File: config.mk
export PLATFORM = sky130hd
export DESIGN_NAME = uoc_ctrl
export DESIGN_NICKNAME = d
export VERILOG_FILES = /design/src/uoc_pkg.sv /design/src/uoc_ctrl.sv
export SDC_FILE = /design/constraint.sdc
export NUM_CORES = 1
export LEC_CHECK = 0
export ABC_AREA = 1
export BUFFER_PORTS_ARGS = -buffer_cell sky130_fd_sc_hd__buf_2
export CORE_MARGIN = 8
export CORE_UTILIZATION = 30
export DETAILED_ROUTE_END_ITERATION = 6
export PLACE_DENSITY_LB_ADDON = 0.1
export SLEW_MARGIN = 20
export SYNTH_ARGS = -nofsm -noshare
export SYNTH_HDL_FRONTEND = slang
export SYNTH_SLANG_ARGS = --single-unit
File: constraint.sdc
create_clock -name ref_clk -period 1.7 [get_ports ref_clk]
set_input_delay 0.51 -clock ref_clk [delete_from_list [all_inputs] [get_ports ref_clk]]
set_output_delay 0.51 -clock ref_clk [all_outputs]
set_load 0.01 [all_outputs]
File: src/uoc_pkg.sv
// Purpose: Shared constants for the USB control and configuration block.
// Assumes: 16-bit register words on a plain strobe port, 10 MHz clock.
// Notes: Register indices are word addresses on the local port.
package uoc_pkg;
   // Register word addresses
   localparam logic [3:0] ADDR_CONTROL = 4'h0;
   localparam logic [3:0] ADDR_FUNC_ADDR = 4'h1;
   localparam logic [3:0] ADDR_TOKEN = 4'h2;
   localparam logic [3:0] ADDR_SOF_THRESH = 4'h3;
   localparam logic [3:0] ADDR_CONFIG_FIRST = 4'h4;
   localparam logic [3:0] ADDR_CONFIG_XCVR = 4'h5;
   // Control register fields, both views
   localparam int BIT_J_STATE = 7;
   localparam int BIT_SE0 = 6;
   localparam int BIT_PKT_DIS = 5;
   localparam int BIT_TOK_BUSY = 5;
   localparam int BIT_BUS_RESET = 4;
   localparam int BIT_HOST_EN = 3;
   localparam int BIT_RESUME = 2;
   localparam int BIT_PTR_RESET = 1;
   localparam int BIT_ATTACH = 0;
   localparam int BIT_SOF_EN = 0;
   // Address, token and configuration fields
   localparam int BIT_LOW_SPEED = 7;
   localparam int ADDR_MSB = 6;
   localparam int TOK_TYPE_LSB = 4;
   localparam int BIT_EYE_TEST = 7;
   localparam int BIT_OE_MON = 6;
   localparam int BIT_STOP_IDLE = 4;
   localparam int PPB_MSB = 1;
   localparam int BIT_XCVR_DIS = 0;
   // Values after reset
   localparam logic [15:0] RESET_WORD = 16'h0000;
   // Token type codes; all other codes are reserved
   typedef enum logic [3:0] {
      TOK_OUT = 4'h1,
      TOK_IN = 4'h9,
      TOK_SETUP = 4'hD
   } uoc_token_e;
   // Ping-pong configuration codes
   localparam logic [1:0] PPB_NONE = 2'h0;
   localparam logic [1:0] PPB_EP0_OUT = 2'h1;
   localparam logic [1:0] PPB_ALL = 2'h2;
   localparam logic [1:0] PPB_EP1_15 = 2'h3;
   // Frame timing
   localparam int CLK_PERIOD_NS = 100;
   localparam int SOF_PERIOD_NS = 1000000;
   localparam int SOF_PERIOD_CYCLES = SOF_PERIOD_NS / CLK_PERIOD_NS;
endpackage

File: src/uoc_ctrl.sv
// Purpose: Control, address, token, frame threshold and configuration registers
//    of a USB On-The-Go controller, with their effects on the bus side.
// Assumes: Serial engine signals share ref_clk; line levels come from pins.
// Notes: Every output is registered; token launch shows on the edge that takes a write, other effects one cycle later.
// Contract
// - Live single-ended-zero flag reads 1 while both lines are low, both views.
// - Packet disable stops the engine; set by hardware on a received SETUP.
// - Host enable turns on host mode and pull-downs on both lines.
// - Pointer reset held at 1 forces all ping-pong pointers to even bank.
// - Module enable in device mode attaches by driving the D+ pull-up.
// - Host view shows a live J-state flag, polarity depending on speed.
// - Host view shows token busy while a token executes.
// - With frame start enabled in host mode a SOF token goes every 1 ms.
// - Low-speed select makes host run at low speed, else full speed.
// - Seven-bit device address, read/write, cleared at reset.
// - In device mode the low-speed bit reads 0 and is not stored.
// - Token codes: SETUP 1101, IN 1001, OUT 0001; others reserved.
// - Eye-pattern test runs while its enable is 1 and the module runs.
// - Output-enable monitor drives active-low line-driving flag when enabled.
// - The monitor acts only while the transceiver is disabled.
// - Stop-in-idle halts the module while the processor idles.
// - Ping-pong config: 11 EP1-15, 10 all, 01 EP0 OUT, 00 none.
// - Unimplemented bits and upper byte ignore writes, read 0.
// - Transceiver disable routes the bus to the external digital interface.
`timescale 1ns/1ps
module uoc_ctrl #(
   parameter int SOF_CYCLES = uoc_pkg::SOF_PERIOD_CYCLES
) (
   // Clock and reset
   input wire logic ref_clk,
   input wire logic reset,
   // Register port
   input wire logic [3:0] reg_addr,
   input wire logic [15:0] reg_wdata,
   input wire logic reg_write,
   input wire logic reg_read,
   output logic [15:0] reg_rdata,
   // Bus line levels from the receiver
   input wire logic line_dp,
   input wire logic line_dm,
   // Serial engine events and status
   input wire logic setup_token_seen,
   input wire logic token_done,
   input wire logic tx_driving,
   input wire logic cpu_idle,
   // Module and pull resistor controls
   output logic module_run,
   output logic dp_pullup_on,
   output logic dp_pulldown_on,
   output logic dm_pulldown_on,
   output logic engine_halt,
   output logic resume_drive,
   output logic bus_reset_drive,
   output logic low_speed_mode,
   output logic [6:0] device_address,
   // Host token issue
   output logic token_start,
   output logic [3:0] token_type_code,
   output logic [3:0] token_endpoint_number,
   output logic sof_send,
   output logic [7:0] frame_threshold_count,
   // Configuration effects
   output logic eye_test_run,
   output logic xcvr_off,
   output logic drive_oe_n,
   output logic ptr_force_even,
   output logic pp_ep0_out_en,
   output logic pp_ep0_in_en,
   output logic pp_ep_upper_en
);

   // Stored control and configuration bits
   logic pkt_dis_reg;
   logic host_en_reg;
   logic resume_reg;
   logic ptr_reset_reg;
   logic attach_reg;
   logic bus_reset_reg;
   logic sof_en_reg;
   logic tok_busy_reg;
   logic low_speed_reg;
   logic [6:0] addr_reg;
   logic [7:0] token_reg;
   logic [7:0] thresh_reg;
   logic eye_reg;
   logic oe_mon_reg;
   logic stop_idle_reg;
   logic [1:0] ppb_reg;
   logic xcvr_dis_reg;
   logic [1:0] line_meta_reg;
   logic [1:0] line_sync_reg;
   logic [31:0] sof_cnt_reg;

   // Line synchroniser: the first stage feeds only the second
   always_ff @(posedge ref_clk) begin
      if (reset) begin
         line_meta_reg <= 2'h0;
         line_sync_reg <= 2'h0;
      end else begin
         line_meta_reg <= {line_dp, line_dm};
         line_sync_reg <= line_meta_reg;
      end
   end

   // Live line state decode
   wire dp_s = line_sync_reg[1];
   wire dm_s = line_sync_reg[0];
   wire se0_live = !dp_s && !dm_s;
   wire j_live = low_speed_reg ? (dm_s && !dp_s) : (dp_s && !dm_s);

   // Address decode
   wire wr_ctrl = reg_write && (reg_addr == uoc_pkg::ADDR_CONTROL);
   wire wr_addr = reg_write && (reg_addr == uoc_pkg::ADDR_FUNC_ADDR);
   wire wr_tok = reg_write && (reg_addr == uoc_pkg::ADDR_TOKEN);
   wire wr_sof = reg_write && (reg_addr == uoc_pkg::ADDR_SOF_THRESH);
   wire wr_cfg = reg_write && (reg_addr == uoc_pkg::ADDR_CONFIG_FIRST);
   wire wr_xcvr = reg_write && (reg_addr == uoc_pkg::ADDR_CONFIG_XCVR);

   // Token code check: reserved codes store but never launch a token
   wire [3:0] new_type = reg_wdata[7:4];
   wire type_ok = (new_type == uoc_pkg::TOK_SETUP) || (new_type == uoc_pkg::TOK_IN)
      || (new_type == uoc_pkg::TOK_OUT);
   wire tok_launch = wr_tok && host_en_reg && type_ok && !tok_busy_reg;

   // Idle halt; the module only runs when enabled in some mode
   wire idle_halt = stop_idle_reg && cpu_idle;
   wire module_run_next = (attach_reg || host_en_reg) && !idle_halt;

   // Frame timer wrap; frames stop whenever the module is halted
   wire sof_wrap = (sof_cnt_reg == 32'(SOF_CYCLES - 1));
   wire sof_active = host_en_reg && sof_en_reg && module_run_next;

   // Control register: device view bits
   always_ff @(posedge ref_clk) begin
      if (reset) begin
         pkt_dis_reg <= 1'b0;
         attach_reg <= 1'b0;
      end else begin
         if (wr_ctrl && !host_en_reg) begin
            attach_reg <= reg_wdata[uoc_pkg::BIT_ATTACH];
            pkt_dis_reg <= reg_wdata[uoc_pkg::BIT_PKT_DIS];
         end
         // A SETUP arriving during a clearing write still wins
         if (setup_token_seen && !host_en_reg)
            pkt_dis_reg <= 1'b1;
      end
   end

   // Control register: host view bits
   always_ff @(posedge ref_clk) begin
      if (reset) begin
         bus_reset_reg <= 1'b0;
         sof_en_reg <= 1'b0;
      end else if (wr_ctrl && host_en_reg) begin
         bus_reset_reg <= reg_wdata[uoc_pkg::BIT_BUS_RESET];
         sof_en_reg <= reg_wdata[uoc_pkg::BIT_SOF_EN];
      end
   end

   // Control register: bits shared by both views
   always_ff @(posedge ref_clk) begin
      if (reset) begin
         host_en_reg <= 1'b0;
         resume_reg <= 1'b0;
         ptr_reset_reg <= 1'b0;
      end else if (wr_ctrl) begin
         host_en_reg <= reg_wdata[uoc_pkg::BIT_HOST_EN];
         resume_reg <= reg_wdata[uoc_pkg::BIT_RESUME];
         ptr_reset_reg <= reg_wdata[uoc_pkg::BIT_PTR_RESET];
      end
   end

   // Token busy: launch sets, completion clears; launch wins a tie
   always_ff @(posedge ref_clk) begin
      if (reset)
         tok_busy_reg <= 1'b0;
      else if (tok_launch)
         tok_busy_reg <= 1'b1;
      else if (token_done || !host_en_reg)
         tok_busy_reg <= 1'b0;
   end

   // Address, token, threshold and configuration registers
   always_ff @(posedge ref_clk) begin
      if (reset) begin
         addr_reg <= 7'h00;
         low_speed_reg <= 1'b0;
         token_reg <= 8'h00;
         thresh_reg <= 8'h00;
         eye_reg <= 1'b0;
         oe_mon_reg <= 1'b0;
         stop_idle_reg <= 1'b0;
         ppb_reg <= 2'h0;
         xcvr_dis_reg <= 1'b0;
      end else begin
         if (wr_addr) begin
            addr_reg <= reg_wdata[uoc_pkg::ADDR_MSB:0];
            low_speed_reg <= host_en_reg && reg_wdata[uoc_pkg::BIT_LOW_SPEED];
         end
         // A token write while one is running is dropped to keep fields stable
         if (wr_tok && !tok_busy_reg)
            token_reg <= reg_wdata[7:0];
         if (wr_sof)
            thresh_reg <= reg_wdata[7:0];
         if (wr_cfg) begin
            eye_reg <= reg_wdata[uoc_pkg::BIT_EYE_TEST];
            oe_mon_reg <= reg_wdata[uoc_pkg::BIT_OE_MON];
            stop_idle_reg <= reg_wdata[uoc_pkg::BIT_STOP_IDLE];
            ppb_reg <= reg_wdata[uoc_pkg::PPB_MSB:0];
         end
         if (wr_xcvr)
            xcvr_dis_reg <= reg_wdata[uoc_pkg::BIT_XCVR_DIS];
      end
   end

   // Frame timer: restarts whenever frame generation is off
   always_ff @(posedge ref_clk) begin
      if (reset || !sof_active || sof_wrap)
         sof_cnt_reg <= 32'h00000000;
      else
         sof_cnt_reg <= sof_cnt_reg + 32'h00000001;
   end

   // Read word for each view; unimplemented bits stay zero
   wire [15:0] ctrl_dev = {8'h00, 1'b0, se0_live, pkt_dis_reg, 1'b0, host_en_reg,
      resume_reg, ptr_reset_reg, attach_reg};
   wire [15:0] ctrl_host = {8'h00, j_live, se0_live, tok_busy_reg, bus_reset_reg,
      host_en_reg, resume_reg, ptr_reset_reg, sof_en_reg};
   wire [15:0] ctrl_word = host_en_reg ? ctrl_host : ctrl_dev;
   wire [15:0] addr_word = {8'h00, low_speed_reg && host_en_reg, addr_reg};
   wire [15:0] cfg_word = {8'h00, eye_reg, oe_mon_reg, 1'b0, stop_idle_reg, 2'h0,
      ppb_reg};
   wire [15:0] xcvr_word = {15'h0000, xcvr_dis_reg};
   wire [15:0] rd_word = (reg_addr == uoc_pkg::ADDR_CONTROL) ? ctrl_word
      : (reg_addr == uoc_pkg::ADDR_FUNC_ADDR) ? addr_word
      : (reg_addr == uoc_pkg::ADDR_TOKEN) ? {8'h00, token_reg}
      : (reg_addr == uoc_pkg::ADDR_SOF_THRESH) ? {8'h00, thresh_reg}
      : (reg_addr == uoc_pkg::ADDR_CONFIG_FIRST) ? cfg_word
      : (reg_addr == uoc_pkg::ADDR_CONFIG_XCVR) ? xcvr_word
      : uoc_pkg::RESET_WORD;

   // Read data stands only in the cycle after the strobe
   always_ff @(posedge ref_clk) begin
      if (reset || !reg_read)
         reg_rdata <= uoc_pkg::RESET_WORD;
      else
         reg_rdata <= rd_word;
   end

   // Ping-pong decode
   wire pp_ep0_out = (ppb_reg == uoc_pkg::PPB_EP0_OUT) || (ppb_reg == uoc_pkg::PPB_ALL);
   wire pp_ep0_in = (ppb_reg == uoc_pkg::PPB_ALL);
   wire pp_upper = (ppb_reg == uoc_pkg::PPB_ALL) || (ppb_reg == uoc_pkg::PPB_EP1_15);

   // Monitor only means anything when the external transceiver is in use
   wire oe_mon_on = oe_mon_reg && xcvr_dis_reg;

   // Registered outputs; all but the token launch outputs lag their register by one cycle
   always_ff @(posedge ref_clk) begin
      if (reset) begin
         module_run <= 1'b0;
         dp_pullup_on <= 1'b0;
         dp_pulldown_on <= 1'b0;
         dm_pulldown_on <= 1'b0;
         engine_halt <= 1'b0;
         resume_drive <= 1'b0;
         bus_reset_drive <= 1'b0;
         low_speed_mode <= 1'b0;
         device_address <= 7'h00;
         token_start <= 1'b0;
         token_type_code <= 4'h0;
         token_endpoint_number <= 4'h0;
         sof_send <= 1'b0;
         frame_threshold_count <= 8'h00;
         eye_test_run <= 1'b0;
         xcvr_off <= 1'b0;
         drive_oe_n <= 1'b1;
         ptr_force_even <= 1'b0;
         pp_ep0_out_en <= 1'b0;
         pp_ep0_in_en <= 1'b0;
         pp_ep_upper_en <= 1'b0;
      end else begin
         module_run <= module_run_next;
         dp_pullup_on <= attach_reg && !host_en_reg;
         dp_pulldown_on <= host_en_reg;
         dm_pulldown_on <= host_en_reg;
         engine_halt <= (pkt_dis_reg && !host_en_reg) || idle_halt;
         resume_drive <= resume_reg && module_run_next;
         bus_reset_drive <= bus_reset_reg && host_en_reg;
         low_speed_mode <= low_speed_reg && host_en_reg;
         device_address <= addr_reg;
         token_start <= tok_launch;
         token_type_code <= tok_launch ? new_type : token_reg[7:4];
         token_endpoint_number <= tok_launch ? reg_wdata[3:0] : token_reg[3:0];
         sof_send <= sof_active && sof_wrap;
         frame_threshold_count <= thresh_reg;
         eye_test_run <= eye_reg && module_run_next;
         xcvr_off <= xcvr_dis_reg;
         drive_oe_n <= !(oe_mon_on && tx_driving);
         ptr_force_even <= ptr_reset_reg;
         pp_ep0_out_en <= pp_ep0_out;
         pp_ep0_in_en <= pp_ep0_in;
         pp_ep_upper_en <= pp_upper;
      end
   end
endmodule

# [After elaboration in Yosys (flattened, before gate mapping)]
# Cells that the tools add are included.
[word_totals] register_bits=129 inputBits=30 out_inout_bits=56 wordCells=119
[classes] add_sub_neg=1 eq_ne=12 muxes=14 reduce_logical=51
[op_table] operator="8-bit two-way mux" count=6
[op_table] operator="32-bit by 1-bit adder with 32-bit output, second input constant" count=1
[op_table] operator="32-bit by 14-bit equality test with 1-bit output, second input constant" count=1
[op_table] operator="1-bit logical AND" count=30
[op_table] operator="1-bit logical OR" count=10
[op_table] operator="4-bit by 1-bit equality test with 1-bit output, second input constant" count=2
[op_table] operator="4-bit by 2-bit equality test with 1-bit output, second input constant" count=2
[op_table] operator="4-bit by 3-bit equality test with 1-bit output, second input constant" count=2
[op_table] operator="4-bit equality test, second input constant" count=2
[op_table] operator="1-bit zero test" count=8
[op_table] operator="4-bit two-way mux" count=2
[op_table] operator="1-bit two-way mux" count=6
[op_table] operator="2-bit equality test, second input constant" count=2
[op_table] operator="4-bit zero test" count=1
[op_table] operator="2-bit nonzero test" count=2
[op_table] operator="2-bit by 1-bit equality test with 1-bit output, second input constant" count=1

# [Longest topological paths before layout]
[logic_depth] word_depth=7 ltp_mapped=10 mapped_depth_nobuf=10

# [Worst setup path after synthesis]
# Ideal clock, no wire load.
[synth_path] kind="register to register" startpoint="register sof_cnt_reg[0]" endpoint="register sof_cnt_reg[29]" setup_time_ns=0.109 t_arrival_ns=1.445 required_time_ns=1.591 path_slack_ns=0.146 path_stages_with_launch=10 path_buffers=1 synth_period_minus_slack_ns=1.554 cell_sequence="dfxtp_1 > ha_1 > nand3_2 > nor2_1 > nand2_1 > nor2_1 > nor2_2 > buf_4 > nand2_1 > inv_1"
[synth_via] elab_chain_len=2 word_cells_on_any_way=3 cone_classes="add/sub: 1; eq/ne: 1; reduce/logical: 1"
[synth_rtl] element="from (decl)" line="uoc_ctrl.sv:92" rtl="logic [31:0] sof_cnt_reg;"
[synth_rtl] element="from (signal assigned)" line="uoc_ctrl.sv:221" rtl="sof_cnt_reg <= sof_cnt_reg + 32'h00000001;"
[synth_rtl] element="branches (longest 2 deep; another with 32-bit by 1-bit adder with 32-bit output)"
# Parallel ways; which one is timed is not known.
# A chain may end at the register's enable or synchronous reset.

# [Worst setup path after layout]
[layout_path] startpoint="register sof_cnt_reg[1]" endpoint="register sof_cnt_reg[25]"
# The elaborated chain is that of the path after synthesis.

==> flow_summary.toml <==
[run_status]
status = "completed"

[floorplan]
dieArea_um2 = 22180
die_x_um = 148.9
initial_core_util_pct = 30.65
core_area_um2 = 17300
ios = 86
die_h_um = 148.9
rows = 48

[route]
wl_per_cell_um = 14.33
first_pass_iters = 5
vias_per_cell = 4.449
route.detailed.drc = 0
wirelength_um = 15490
drtAntennaViolNets = 0
drt_iter0_drc = 337
num_vias = 4809

[grt]
antenna_found_initial = 0
grt_pass1_wl_um = 24780
grt_use_total_pct = 14.44
grt_max_degree = 30
grt-ovfl-total = 0
grt_pass1_vias = 4764

[placed_design]
dp_hpwl_um = 11840
gp_congestion = 0.9174
place_inst = 1048
place_area_um2 = 6011
dp_worst_setup_slack_ns = -0.03146
port_buffers = 69

[power]
power.leakage_nw = 2.896
p_per_area_nw_per_um2 = 1057
peakVddDrop_mv = 0.7160

[clock_network]
cts_buffer_depth = 2
clkSlewWorstSetupHoldPaths_ns = 0.06
cts_hold_repair.buffers = 0
insertion_delay_ns = 0.42
cts_buffers = 17
cts_root_buf = "clkbuf_16"
htreeDepth = 4
clkSinkCount = 121
cts_tree = "yes"
cts.repair.resized = 0

[sta]
fin_crit_ns = 1.530
slew_viol_final = 0
fmax_ghz = 0.6536
final-setup-viol-count = 0
rsz0062_at_grt = "no"
setup_slack_ns = 0.1700
finalHoldViolCount = 0
skew_ns = 0.006134
hold_ws_ns = 0.2756
fin_crit_sh_pct = 90.00

[logic_synthesis]
synth_compound_area_share_pct = 8.921
yosysMostFrequentCell = "nand2_1"
synthXorXnorAreaFrac_pct = 2.478
synth_top_family_by_area = "simple AND/OR/NAND/NOR gates"
synthDominantCellAreaShare_pct = 45.69
ys_top_cells_by_area = "dfxtp_1, nand2_1, nor2_1"
synth_fa_ha_area_share_pct = 0.7080
synth_cells = 744
yosysWarnings = 0
ys_ff_latch = 121
muxShareOfSynthArea_pct = 0
synthFlopType = "dfxtp_1"
yosys.area_share.simple_pct = 31.79
synth_area_per_cell_um2 = 7.125
synthArstFlopShare_pct = 0
synth_edf_count = 0
synthTopCellsByCount = "nand2_1, nor2_1, dfxtp_1"
synth_area_um2 = 5301
ys_seq_area_share_pct = 45.69
yosysUniqueCellTypes = 38
synth_area_leader_cell = "dfxtp_1"

[layout]
design_area_um2 = 6665
antenna_cells = 0
regArea_um2 = 2422
syn_to_final_growth_pct = 25.73
final_util_pct = 38.53
nets = 876
layoutNonFillerInstCount = 1081
fillers = 1832
multi_input_area_um2 = 2357
drive_gt1_share_pct = 18.22
largest_reg_flops = 32

[setup_path]
rr_worst_depth = 9
crit_start = "sof_cnt_reg[1]$_SDFF_PP0_"
r2r-end = "sof_cnt_reg[25]$_SDFF_PP0_"
cp-start-kind = "flop"
critPathCapture = "sof_cnt_reg[25]$_SDFF_PP0_"
path_class = "flop to flop"
r2r-start = "sof_cnt_reg[1]$_SDFF_PP0_"
end_kind = "flop"
reg2reg_slack_ns = 0.17
cp_data_arrival_time_ns = 1.85
crit_path_max_fanout = 15
critical_path_required_ns = 2.02

[hold_path]
hp-class = "input port to flop"

[run]
drv_cap = 0
-- what timing repair did --
action | CTS | global route
hold endpoints to repair | 0 | 0
setup buffers | 0 | 1
setup endpoints to repair | 0 | 17
-- critical path, cell delays in order, from the launching register on --
cell and delay (ns):
dfxtp_1 0.34, ha_1 0.19, nand3_2 0.14, nor2_1 0.17
nand2_1 0.14, nor2_1 0.14, nor2_2 0.06, buf_12 0.15
nand2_1 0.07, inv_1 0.03
-- cells by family after synthesis --
group	after synthesis
AOI/OAI and AO/OA	89
xor gates and xnor gates	15
adders and majority gates	3
buffers and inverters	127
DFF	121
other	1
and+or+nand+nor	388
-- report_power, final --
| group | internal (mW) | switching [mW] | leakage (nW) |
|---|---|---|---|
| registers | 2.87 | 0.0158 | 0.978 |
| logic | 0.0892 | 0.180 | 1.62 |
| clock network | 2.51 | 1.38 | 0.301 |
| total | 5.47 | 1.58 | 2.90 |
-- worst min path at each step --
stage / startpoint / to / depth (start not counted)
final: tx_driving / drive_oe_n$_SDFF_PP1_ / 2
after global routing: tx_driving / drive_oe_n$_SDFF_PP1_ / 2
after CTS: tx_driving / drive_oe_n$_SDFF_PP1_ / 2
after detailed placement: line_meta_reg[1]$_SDFF_PP0_ / line_sync_reg[1]$_SDFF_PP0_ / 2
after global placement: line_meta_reg[1]$_SDFF_PP0_ / line_sync_reg[1]$_SDFF_PP0_ / 2
after floorplan: line_meta_reg[0]$_SDFF_PP0_ / line_sync_reg[0]$_SDFF_PP0_ / 2
-- cell usage in the layout, fill, tap and decap left out, types with 8 or more instances in the layout --
cell type / instances
xor2_1: 12
conb_1: 8
nand4_1: 9
clkbuf_16: 17
o21ai_0: 41
nand2_1: 163
nor2_1: 149
a21oi_1: 39
buf_4: 25
buf_2: 69
inv_1: 98
dfxtp_1: 121
nand3_1: 33
-- area by class of cell --
cell class	count	area share (%)
Sequential cell	121	36.34
Multi-Input combinational cell	503	35.37
Timing Repair Buffer	96	8.598
Clock buffer	19	6.645
Inverter	104	5.951
Tap cell	225	4.224
Clock inverter	13	2.872
-- layer usage --
layer  vias to the layer above  GRT usage, %  wire length (um)
met5                         -             0                 0
li1                       2488             -                 -
met1                      2203         18.91              7681
met4                         0         5.502               160
met2                       104         22.31              6908
met3                        14         3.762               740
-- through the flow --
stage | TNS, ns | power (mW)
3_5_place_dp | -0.07199 | 3.220
3_3_place_gp | 0 | 3.220
4_1_cts | 0 | 7.129
2_1_floorplan | 0 | 3.098
6_report | 0 | 7.047
5_1_grt | 0 | 7.300
(Power assumes the default switching activity.)
